--- config.mk ---
export PLATFORM = sky130hd
export DESIGN_NAME = sleep_power_reset_control
export DESIGN_NICKNAME = d
export VERILOG_FILES = /design/src/rtl/sleep_power_reset_control.v
export VERILOG_INCLUDE_DIRS = /design/src /design/src/rtl
export SDC_FILE = /design/constraint.sdc
export NUM_CORES = 1
export LEC_CHECK = 0
export CAP_MARGIN = 20
export CORE_ASPECT_RATIO = 0.75
export CORE_MARGIN = 1
export CORE_UTILIZATION = 60
export CTS_BUF_LIST = sky130_fd_sc_hd__clkbuf_2
export CTS_CLUSTER_DIAMETER = 150
export CTS_CLUSTER_SIZE = 8
export DETAILED_ROUTE_END_ITERATION = 16
export DONT_BUFFER_PORTS = 1
export PLACE_DENSITY = 0.8
export REMOVE_ABC_BUFFERS = 1
export SLEW_MARGIN = 20
export SYNTH_ARGS = -nofsm -noshare
export SYNTH_HDL_FRONTEND = slang
export SYNTH_SLANG_ARGS = --single-unit
export TNS_END_PERCENT = 30
--- constraint.sdc ---
create_clock -name CLK -period 4.4 [get_ports CLK]
set_clock_uncertainty 0.1 [all_clocks]
set_input_delay 0.44 -clock CLK [delete_from_list [all_inputs] [get_ports CLK]]
set_output_delay 0.44 -clock CLK [all_outputs]
set_load 0.02 [all_outputs]
--- src/rtl/sleep_power_reset_control_defines.vh ---
`ifndef SLEEP_POWER_RESET_CONTROL_DEFINES_VH
`define SLEEP_POWER_RESET_CONTROL_DEFINES_VH
`define SLP_IDX_SMC        8'h33
`define SLP_DATA_SMC       8'h53
`define SLP_IDX_SYSCTL     8'h35
`define SLP_IDX_GATE       8'h64
`define SLP_IDX_STATUS     8'h70
`define SLP_IDX_CTRL       8'h71
`define SLP_SMC_MASK       8'h0F
`define SLP_GATE_MASK      8'h1F
`define SLP_SYSCTL_MASK    8'h60
`define SLP_RESET_VAL      8'h00
`define SLP_BIT_SOFF       6
`define SLP_BIT_UNLOCK     5
`define SLP_MODE_IDLE      3'h0
`define SLP_MODE_NOISE     3'h1
`define SLP_MODE_DOWN      3'h2
`define SLP_MODE_SAVE      3'h3
`define SLP_MODE_STANDBY   3'h6
`define SLP_UNLOCK_CYC     3'h4
`define SLP_SOFF_DLY_CYC   3'h3
`define SLP_SOFF_HOLD_CYC  3'h3
`define SLP_STANDBY_WAKE   3'h6
`define SLP_EXT_MIN_NS     2500
`define SLP_CLK_NS         50
`define SLP_EXT_MIN_CYC    ((`SLP_EXT_MIN_NS + `SLP_CLK_NS - 1) / `SLP_CLK_NS)
`define SLP_TOUT_DEFAULT   16'h0040
`endif

--- src/rtl/sleep_power_reset_control.v ---
`timescale 1ns/1ns
`default_nettype none
`include "sleep_power_reset_control_defines.vh"
module sleep_power_reset_control (
    input  wire        CLK,
    input  wire        RST_N,
    input  wire [31:0] S_AXI_AWADDR,
    input  wire        S_AXI_AWVALID,
    output reg         S_AXI_AWREADY,
    input  wire [31:0] S_AXI_WDATA,
    input  wire [3:0]  S_AXI_WSTRB,
    input  wire        S_AXI_WVALID,
    output reg         S_AXI_WREADY,
    output reg  [1:0]  S_AXI_BRESP,
    output reg         S_AXI_BVALID,
    input  wire        S_AXI_BREADY,
    input  wire [31:0] S_AXI_ARADDR,
    input  wire        S_AXI_ARVALID,
    output reg         S_AXI_ARREADY,
    output reg  [31:0] S_AXI_RDATA,
    output reg  [1:0]  S_AXI_RRESP,
    output reg         S_AXI_RVALID,
    input  wire        S_AXI_RREADY,
    input  wire        SLEEP_INSTR,
    input  wire        WAKE_EVENT,
    input  wire        CRYSTAL_CLOCK,
    input  wire        POWER_ON_LOW,
    input  wire        EXT_RESET_N,
    input  wire        WDT_ENABLED,
    input  wire        WDT_EXPIRED,
    input  wire        BROWNOUT_ENABLED,
    input  wire        BROWNOUT_LOW,
    input  wire        DEBUG_RESET_REG,
    input  wire [3:0]  STARTUP_TIME_FUSE,
    input  wire [3:0]  CLOCK_SOURCE_FUSE,
    output reg         SLEEPING,
    output reg  [2:0]  SLEEP_MODE,
    output reg         CORE_STALL,
    output reg         BROWNOUT_DETECTOR_OFF,
    output reg         DISPLAY_GATE,
    output reg         TIMER16_GATE,
    output reg         SPI_GATE,
    output reg         USART_GATE,
    output reg         ADC_GATE,
    output reg         ADC_MUX_BLOCKED,
    output reg         PORT_RESET,
    output reg         INTERNAL_RESET,
    output reg         FETCH_FROM_VECTOR
);
    reg        rst_s1_r;
    reg        rst_s2_r;
    reg  [7:0] smc_r;
    reg  [7:0] sysctl_r;
    reg  [7:0] gate_r;
    reg  [2:0] unlock_cnt_r;
    reg        soff_pend_r;
    reg  [2:0] soff_cnt_r;
    reg        soff_act_r;
    reg  [2:0] wake_cnt_r;
    reg  [7:0] ext_cnt_r;
    reg        ext_rst_r;
    reg  [15:0] tout_cnt_r;
    reg        aw_hold_r;
    reg        w_hold_r;
    reg  [7:0] aw_idx_r;
    reg  [7:0] wdat_r;
    // Core logic sees reset only through the two-stage release below
    wire       rst_n = rst_s2_r;
    wire       wr_go = aw_hold_r && w_hold_r && !S_AXI_BVALID;
    wire       rd_go = S_AXI_ARVALID && S_AXI_ARREADY;
    wire [7:0] rd_idx = S_AXI_ARADDR[9:2];
    wire       wr_smc = wr_go && aw_idx_r == `SLP_IDX_SMC;
    wire       wr_sys = wr_go && aw_idx_r == `SLP_IDX_SYSCTL;
    wire       wr_gate = wr_go && aw_idx_r == `SLP_IDX_GATE;
    wire       wr_ctrl = wr_go && aw_idx_r == `SLP_IDX_CTRL;
    // Level sources combine immediately; the watchdog term lasts as long as WDT_ENABLED and WDT_EXPIRED both stay high
    wire [4:0] src_vec;
    wire       src_any = |src_vec;
    reg        valid_mode;
    reg        wr_hit;
    reg        rd_hit;
    wire [7:0] status_val = {3'h0,
                             INTERNAL_RESET,
                             soff_act_r,
                             BROWNOUT_DETECTOR_OFF,
                             CORE_STALL,
                             SLEEPING};
    wire [15:0] tout_len = {4'h0, STARTUP_TIME_FUSE, CLOCK_SOURCE_FUSE, 4'h0}
                       + `SLP_TOUT_DEFAULT;
    reg  [7:0] rd_val;

    // One line per source keeps each enable qualifier next to its pin
    assign src_vec[0] = POWER_ON_LOW;
    assign src_vec[1] = ext_rst_r;
    assign src_vec[2] = WDT_ENABLED & WDT_EXPIRED;
    assign src_vec[3] = BROWNOUT_ENABLED & BROWNOUT_LOW;
    assign src_vec[4] = DEBUG_RESET_REG;

    // Reserved codes decode as no sleep, so a stray write cannot halt the core
    always @* begin
        case (smc_r[3:1])
            `SLP_MODE_IDLE,
            `SLP_MODE_NOISE,
            `SLP_MODE_DOWN,
            `SLP_MODE_SAVE,
            `SLP_MODE_STANDBY: valid_mode = 1'b1;
            default:           valid_mode = 1'b0;
        endcase
    end

    // Unmapped indices answer with an error instead of silently aliasing
    always @* begin
        case (aw_idx_r)
            `SLP_IDX_SMC,
            `SLP_IDX_SYSCTL,
            `SLP_IDX_GATE,
            `SLP_IDX_STATUS,
            `SLP_IDX_CTRL: wr_hit = 1'b1;
            default:       wr_hit = 1'b0;
        endcase
    end

    always @* begin
        case (rd_idx)
            `SLP_IDX_SMC,
            `SLP_IDX_SYSCTL,
            `SLP_IDX_GATE,
            `SLP_IDX_STATUS,
            `SLP_IDX_CTRL: rd_hit = 1'b1;
            default:       rd_hit = 1'b0;
        endcase
    end

    always @(posedge CLK or negedge RST_N) begin
        if (!RST_N) begin
            rst_s1_r <= 1'b0;
            rst_s2_r <= 1'b0;
        end else begin
            rst_s1_r <= 1'b1;
            rst_s2_r <= rst_s1_r;
        end
    end

    always @* begin
        case (rd_idx)
            `SLP_IDX_SMC:    rd_val = smc_r & `SLP_SMC_MASK;
            `SLP_IDX_SYSCTL: rd_val = sysctl_r;
            `SLP_IDX_GATE:   rd_val = gate_r & `SLP_GATE_MASK;
            `SLP_IDX_STATUS: rd_val = status_val;
            default:         rd_val = 8'h00;
        endcase
    end

    // Bus slave: address and data latched separately, response after both
    always @(posedge CLK or negedge rst_n) begin
        if (!rst_n) begin
            S_AXI_AWREADY <= 1'b0;
            S_AXI_WREADY  <= 1'b0;
            S_AXI_BVALID  <= 1'b0;
            S_AXI_BRESP   <= 2'h0;
            S_AXI_ARREADY <= 1'b0;
            S_AXI_RVALID  <= 1'b0;
            S_AXI_RDATA   <= 32'h0000_0000;
            S_AXI_RRESP   <= 2'h0;
            aw_hold_r     <= 1'b0;
            w_hold_r      <= 1'b0;
            aw_idx_r      <= 8'h00;
            wdat_r        <= 8'h00;
        end else begin
            // Ready lasts one cycle so each beat is taken exactly once
            S_AXI_AWREADY <= !aw_hold_r && !S_AXI_AWREADY && S_AXI_AWVALID;
            S_AXI_WREADY  <= !w_hold_r && !S_AXI_WREADY && S_AXI_WVALID;
            if (S_AXI_AWVALID && S_AXI_AWREADY) begin
                aw_hold_r <= 1'b1;
                aw_idx_r  <= S_AXI_AWADDR[9:2];
            end
            // Only byte lane 0 is kept; every register is eight bits wide
            if (S_AXI_WVALID && S_AXI_WREADY) begin
                w_hold_r <= 1'b1;
                wdat_r   <= S_AXI_WSTRB[0] ? S_AXI_WDATA[7:0] : 8'h00;
            end
            // A new write is held off until its response has been taken
            if (wr_go) begin
                aw_hold_r    <= 1'b0;
                w_hold_r     <= 1'b0;
                S_AXI_BVALID <= 1'b1;
                S_AXI_BRESP  <= wr_hit ? 2'h0 : 2'h2;
            end else if (S_AXI_BREADY) begin
                S_AXI_BVALID <= 1'b0;
            end
            S_AXI_ARREADY <= !S_AXI_ARREADY && !S_AXI_RVALID && S_AXI_ARVALID;
            if (rd_go) begin
                S_AXI_RVALID <= 1'b1;
                S_AXI_RDATA  <= {24'h00_0000, rd_val};
                S_AXI_RRESP  <= rd_hit ? 2'h0 : 2'h2;
            end else if (S_AXI_RREADY) begin
                S_AXI_RVALID <= 1'b0;
            end
        end
    end

    // Registers return to initial values while internal reset stands
    always @(posedge CLK or negedge rst_n) begin
        if (!rst_n) begin
            smc_r        <= `SLP_RESET_VAL;
            sysctl_r     <= `SLP_RESET_VAL;
            gate_r       <= `SLP_RESET_VAL;
            unlock_cnt_r <= 3'h0;
            soff_pend_r  <= 1'b0;
            soff_cnt_r   <= 3'h0;
            soff_act_r   <= 1'b0;
        end else if (INTERNAL_RESET) begin
            smc_r        <= `SLP_RESET_VAL;
            sysctl_r     <= `SLP_RESET_VAL;
            gate_r       <= `SLP_RESET_VAL;
            unlock_cnt_r <= 3'h0;
            soff_pend_r  <= 1'b0;
            soff_cnt_r   <= 3'h0;
            soff_act_r   <= 1'b0;
        end else begin
            // Countdown goes first so a fresh timed write in this cycle wins
            if (soff_pend_r || soff_act_r) begin
                if (soff_cnt_r == 3'h1) begin
                    if (soff_pend_r) begin
                        soff_pend_r <= 1'b0;
                        soff_act_r  <= 1'b1;
                        soff_cnt_r  <= `SLP_SOFF_HOLD_CYC;
                    end else begin
                        soff_act_r <= 1'b0;
                        sysctl_r[`SLP_BIT_SOFF] <= 1'b0;
                        soff_cnt_r <= 3'h0;
                    end
                end else begin
                    soff_cnt_r <= soff_cnt_r - 3'h1;
                end
            end
            if (wr_smc)
                smc_r <= wdat_r & `SLP_SMC_MASK;
            if (wr_gate)
                gate_r <= wdat_r & `SLP_GATE_MASK;
            if (unlock_cnt_r != 3'h0)
                unlock_cnt_r <= unlock_cnt_r - 3'h1;
            // Unlock step opens a four-cycle window; other writes are ignored
            if (wr_sys && wdat_r[`SLP_BIT_SOFF] && wdat_r[`SLP_BIT_UNLOCK]) begin
                unlock_cnt_r <= `SLP_UNLOCK_CYC;
                sysctl_r[`SLP_BIT_UNLOCK] <= 1'b1;
            end else if (wr_sys && wdat_r[`SLP_BIT_SOFF]
                         && unlock_cnt_r != 3'h0) begin
                unlock_cnt_r <= 3'h0;
                sysctl_r[`SLP_BIT_UNLOCK] <= 1'b0;
                sysctl_r[`SLP_BIT_SOFF] <= 1'b1;
                soff_pend_r <= 1'b1;
                soff_cnt_r  <= `SLP_SOFF_DLY_CYC;
            end else if (unlock_cnt_r == 3'h1) begin
                // Unlock bit drops by itself when the window closes
                sysctl_r[`SLP_BIT_UNLOCK] <= 1'b0;
            end
        end
    end

    // Sleep entry, wake and standby resume delay
    always @(posedge CLK or negedge rst_n) begin
        if (!rst_n) begin
            SLEEPING              <= 1'b0;
            SLEEP_MODE            <= 3'h0;
            CORE_STALL            <= 1'b0;
            BROWNOUT_DETECTOR_OFF <= 1'b0;
            wake_cnt_r            <= 3'h0;
        end else if (INTERNAL_RESET) begin
            SLEEPING              <= 1'b0;
            CORE_STALL            <= 1'b0;
            BROWNOUT_DETECTOR_OFF <= 1'b0;
            wake_cnt_r            <= 3'h0;
            SLEEP_MODE            <= 3'h0;
        end else begin
            SLEEP_MODE <= smc_r[3:1];
            // Sleep-off state is captured at entry; later changes do not count
            if (!SLEEPING && wake_cnt_r == 3'h0 && SLEEP_INSTR && smc_r[0]
                && valid_mode) begin
                SLEEPING   <= 1'b1;
                CORE_STALL <= 1'b1;
                BROWNOUT_DETECTOR_OFF <= soff_act_r;
            end else if (SLEEPING && WAKE_EVENT) begin
                SLEEPING <= 1'b0;
                BROWNOUT_DETECTOR_OFF <= 1'b0;
                // Without a crystal the core resumes at once
                if (SLEEP_MODE == `SLP_MODE_STANDBY && CRYSTAL_CLOCK) begin
                    wake_cnt_r <= `SLP_STANDBY_WAKE - 3'h1;
                end else begin
                    CORE_STALL <= 1'b0;
                end
            end else if (wake_cnt_r != 3'h0) begin
                wake_cnt_r <= wake_cnt_r - 3'h1;
                if (wake_cnt_r == 3'h1)
                    CORE_STALL <= 1'b0;
            end
        end
    end

    // Gates freeze the peripheral clock; a gated peripheral keeps its state
    always @(posedge CLK or negedge rst_n) begin
        if (!rst_n) begin
            DISPLAY_GATE    <= 1'b0;
            TIMER16_GATE    <= 1'b0;
            SPI_GATE        <= 1'b0;
            USART_GATE      <= 1'b0;
            ADC_GATE        <= 1'b0;
            ADC_MUX_BLOCKED <= 1'b0;
        end else begin
            // Gate outputs lag the register by one edge, which software never sees
            DISPLAY_GATE    <= gate_r[4];
            TIMER16_GATE    <= gate_r[3];
            SPI_GATE        <= gate_r[2];
            USART_GATE      <= gate_r[1];
            ADC_GATE        <= gate_r[0];
            ADC_MUX_BLOCKED <= gate_r[0];
        end
    end

    // Port reset is async on any source; only the external pin needs a clock, to pass its filter
    always @(posedge CLK or posedge src_any) begin
        if (src_any)
            PORT_RESET <= 1'b1;
        // Clears on the first edge after every source has dropped
        else
            PORT_RESET <= 1'b0;
    end

    // Filter length is fixed, and it needs a running clock to count
    // Pin filter: short pulses are not guaranteed to reset
    always @(posedge CLK or negedge rst_n) begin
        if (!rst_n) begin
            ext_cnt_r <= 8'h00;
            ext_rst_r <= 1'b0;
        end else if (EXT_RESET_N) begin
            ext_cnt_r <= 8'h00;
            ext_rst_r <= 1'b0;
        end else if (ext_cnt_r >= `SLP_EXT_MIN_CYC) begin
            ext_rst_r <= 1'b1;
        end else begin
            ext_cnt_r <= ext_cnt_r + 8'h01;
        end
    end

    // Fuses are read live and must stay static while reset stretches
    // Stretch internal reset; supply loss restarts the count at once
    always @(posedge CLK or posedge POWER_ON_LOW) begin
        if (POWER_ON_LOW) begin
            tout_cnt_r        <= 16'h0000;
            INTERNAL_RESET    <= 1'b1;
            FETCH_FROM_VECTOR <= 1'b0;
        end else if (src_any) begin
            tout_cnt_r        <= 16'h0000;
            INTERNAL_RESET    <= 1'b1;
            FETCH_FROM_VECTOR <= 1'b0;
        end else if (INTERNAL_RESET) begin
            if (tout_cnt_r >= tout_len) begin
                INTERNAL_RESET    <= 1'b0;
                FETCH_FROM_VECTOR <= 1'b1;
            end else begin
                tout_cnt_r <= tout_cnt_r + 16'h0001;
            end
        end else begin
            FETCH_FROM_VECTOR <= 1'b0;
        end
    end

    wire unused_ok = wr_ctrl;
endmodule // sleep_power_reset_control
`default_nettype wire

==> results.md <==
### STA
* false — RSZ-0062 raised after global routing
* 0.06194 ns — post-route worst hold slack
* 0 — Hold Vio Cnt, Final
* 0.5238 — Worst slew margin
* 0 ns — total negative slack
* 0 — Slew Viols, Final
* 0.6023 — crit share post-route
* 0.7135 ns — worst-margin pin slew
* 377.3 MHz — maximum operating frequency
* 0 — Final setup violation count
* 2.650 ns — minimum clock period after layout

### Min path
* primary input to flip-flop — class of the tightest hold or removal check

### Synth
* sky130_fd_sc_hd__dfrtp_1 — Synth Flop Type
* 4880 µm² — summed instance area of the synthesized netlist
* 0.1267 — fraction of the mapped netlist area in compound gates
* sky130_fd_sc_hd__dfrtp_1, sky130_fd_sc_hd__ha_1, sky130_fd_sc_hd__buf_4 — biggest area contributors in the synthesized netlist
* 9.999 µm² — average footprint of a synthesized cell
* 488 — Gate Count Post-Synth
* 0.4826 — register area share after synthesis
* 0.1941 — Post-Synth Simple-Gate Area
* 0 — count of synthesis-stage warnings from yosys
* 0.4718 — share of Yosys cell area claimed by the top area cell type
* 0 — number of enable flip-flop cells after synthesis
* 94 — number of register bits inferred by synthesis
* sky130_fd_sc_hd__dfrtp_1 — largest area contributor in the synthesized netlist
* 1.000 — async set or reset register ratio after synthesis
* 60 — Unique masters post-synth
* 0.01615 — xor/xnor share of the synthesized area
* 0.05641 — post-synthesis adder-cell area fraction
* simple AND/OR/NAND/NOR gates — main combinational cell family by area after synthesis
* 0.04538 — share of synthesized area spent on multiplexers

### Clock tree
* 94 — CTS sink count
* sky130_fd_sc_hd__clkbuf_2 — master cell of the clock root buffer
* 0 — Resize count post-CTS
* 9 — Inserted Clock Buffers
* 3 — maximum level of the CTS H-tree
* done — TritonCTS clock tree
* 0.52 ns — clk_lat worst skew
* 2 — deepest clock path buffer count
* 0.25 ns — clock transition at the register clock pins on the worst setup and hold paths after CTS

### Placed design
* 0 — number of port buffers
* 0.8360 — Final Wtd Congestion
* 580 — placed cell count
* 6696 µm — final HPWL from detailed placement

### Routing
* 0 — Detail Route Antenna Nets
* 15.37 µm — routed length per placed instance
* 3589 — vias after detailed routing
* 0 — DRC Markers
* 4 — detailed-routing iteration count for the pre-antenna-repair pass
* 9621 µm — overall routed net length
* 303 — number of DRC markers in iteration 0
* 5.733 — drt via density

### Job
* 0 — total of max-cap violations

### GRT
* 0.2359 — GRT Overall Usage
* 43 — largest net degree at the start of global routing
* 15620 µm — wire length of the first global-routing pass
* 0 — antenna violations before repair
* 0 — total congestion overflow
* 3359 — number of global-route vias before repair

### Setup path
* 3.03 ns — worst endpoint data arrival time
* flip-flop — category of the worst setup path capture point
* flip-flop — startpoint type of the worst setup path
* 0.59 ns — slowest stage delay, CP
* 4.78 ns — critical path required time
* sky130_fd_sc_hd__a31oi_4 — Worst path slowest cell
* ha_1, nand4_1, or4b_1, a31oi_4, or2_1, and3_1 — cell-by-cell trace of the critical path
* 27 — critical path peak fanout
* flip-flop to flip-flop — type of the worst setup path

### Finish
* 0.6692 — post-route core utilization
* 626 — post-layout instance count excluding filler cells
* 591 — number of inserted filler cells in the final layout
* 0.06910 — fraction of final layout cells sized beyond drive strength 1
* 2250 µm² — footprint of the multi-input gates
* 663 — total number of nets in the final design
* 8.103% — area growth from synthesis to final layout
* 2356 µm² — area of all sequential standard cells
* 0 — # diodes

### Floorplan
* 80.10 µm — height of the chip
* 106.1 µm — Chip Width
* 0.6190 — starting density of the core
* 8501 µm² — total die area
* 181 — Top Ports
* 28 — count of standard-cell rows
* 7883 µm² — Core Box Area

### Power and ir drop
* 2.407 nW — cell leakage power
* 341.8 nW/µm² — Power per Cell Area
* 0.0003037 V — highest ir drop seen on vdd

### Status
* finished clean — status

==> path summary, 6_finish.rpt <==
path	start	end	slack (ns)	cells past startpoint
min	WAKE_EVENT	wake_cnt_r[0]	0.06	2
min reg2reg	rst_n	aw_idx_r[1]	0.23	0
min in group asynchronous	rst_n	aw_idx_r[1]	0.23	0
max reg2reg	tout_cnt_r[5]	tout_cnt_r[14]	1.75	6
max in group asynchronous	ext_rst_r	PORT_RESET	2.92	2
max	tout_cnt_r[5]	tout_cnt_r[14]	1.75	6
==> cell usage in the layout (no fill, tap or decap), drive strengths merged, types with 5 or more instances in the layout <==
cell,count
inv,24
nand3,25
or4,10
or3,7
o31ai,7
nor2,33
nor2b,11
mux2,9
conb,29
a22o,5
xor2,7
dfrtp,92
mux2i,12
nor3,5
nand4,6
dlygate4sd3,30
nand2,48
ha,22
a21oi,33
and3,10
clkbuf,11
o21ai,25
==> routing by layer <==
metal	vias to the layer above	global-route usage	part of all wire
met5	-	0	0
met4	0	0.05000	0.0050
met3	5	0.05925	0.058
met2	127	0.3825	0.47
met1	1732	0.3229	0.46
li1	1725	-	-
==> cell usage after synthesis (all sizes together) (2+ instances only) <==
master,number
conb,2
nand2b,4
mux2i,12
dfrtp,92
nand4,6
o31ai,7
or2,3
o21ai,25
or4,10
nand2,48
xnor2,2
or3,7
a22oi,3
nand3b,3
nor2,33
and3b,2
nor3,5
nor3b,3
clkbuf,9
buf,33
dfstp,2
nor4,3
xor2,7
and3,10
o211ai,4
a22o,5
nor2b,11
ha,22
a211oi,4
or4b,3
inv,23
a31oi,3
mux2,9
a21oi,33
nand3,25
==> what timing repair did <==
action | CTS | global route
endpoints found under the setup margin | 0 | 0
buffers inserted | 0 | 0
hold endpoints to repair | 53 | 0
hold buffers | 30 | 0
==> sequential cells by signal, indices dropped and copies added, names as in the netlist, 2 cells and up <==
signal	flops
wake_cnt_r	3
unlock_cnt_r	3
tout_cnt_r	16
smc_r	4
gate_r	5
wdat_r	7
SLEEP_MODE	3
soff_cnt_r	3
sysctl_r	2
ext_cnt_r	8
S_AXI_RDATA	7
aw_idx_r	8
==> stage by stage <==
| stage | setup slack, ns | total power (W) | cell area (µm²) |
|---|---|---|---|
| floorplan | 1.765 | 0.001247 | 4691 |
| detailed placement | 1.492 | 0.001315 | 4838 |
| global route | 1.611 | 0.001889 | 5275 |
| global placement | 1.538 | 0.001289 | 4838 |
| finish | 1.750 | 0.001803 | 5275 |
| CTS | 1.773 | 0.001807 | 5275 |
==> worst max-delay path, delay by kind of cell (launching register included) <==
family,cells,cell delay (ns)
and+or+nand+nor,4,1.12
DFF,1,0.50
AOI/OAI and AO/OA,1,0.59
adders and majority gates,1,0.32
==> final cells by class <==
| class | instances | share of cell area |
|---|---|---|
| multi-input combinational | 356 | 0.4265 |
| timing repair buffer | 32 | 0.05977 |
| inverter | 23 | 0.01637 |
| tap | 105 | 0.02491 |
| clock inverter | 5 | 0.01542 |
| clock buffer | 11 | 0.01044 |
| sequential | 94 | 0.4466 |
==> report_power, final <==
| part | internal, W | leakage, nW | switching, W | total, W |
|---|---|---|---|---|
| clock | 0.000195 | 0.0842 | 0.000283 | 0.000478 |
| sequential | 0.000963 | 1.26 | 0.000118 | 0.00108 |
| combinational | 0.000114 | 1.07 | 0.000130 | 0.000244 |
==> logic make-up after synthesis <==
family	Yosys count
simple gates	180
compound gates	95
flops	94
buf+inv	65
fa+ha+maj	22
mux	21
xor+xnor	9
other cells	2
Power figures use the tool's default switching activity.
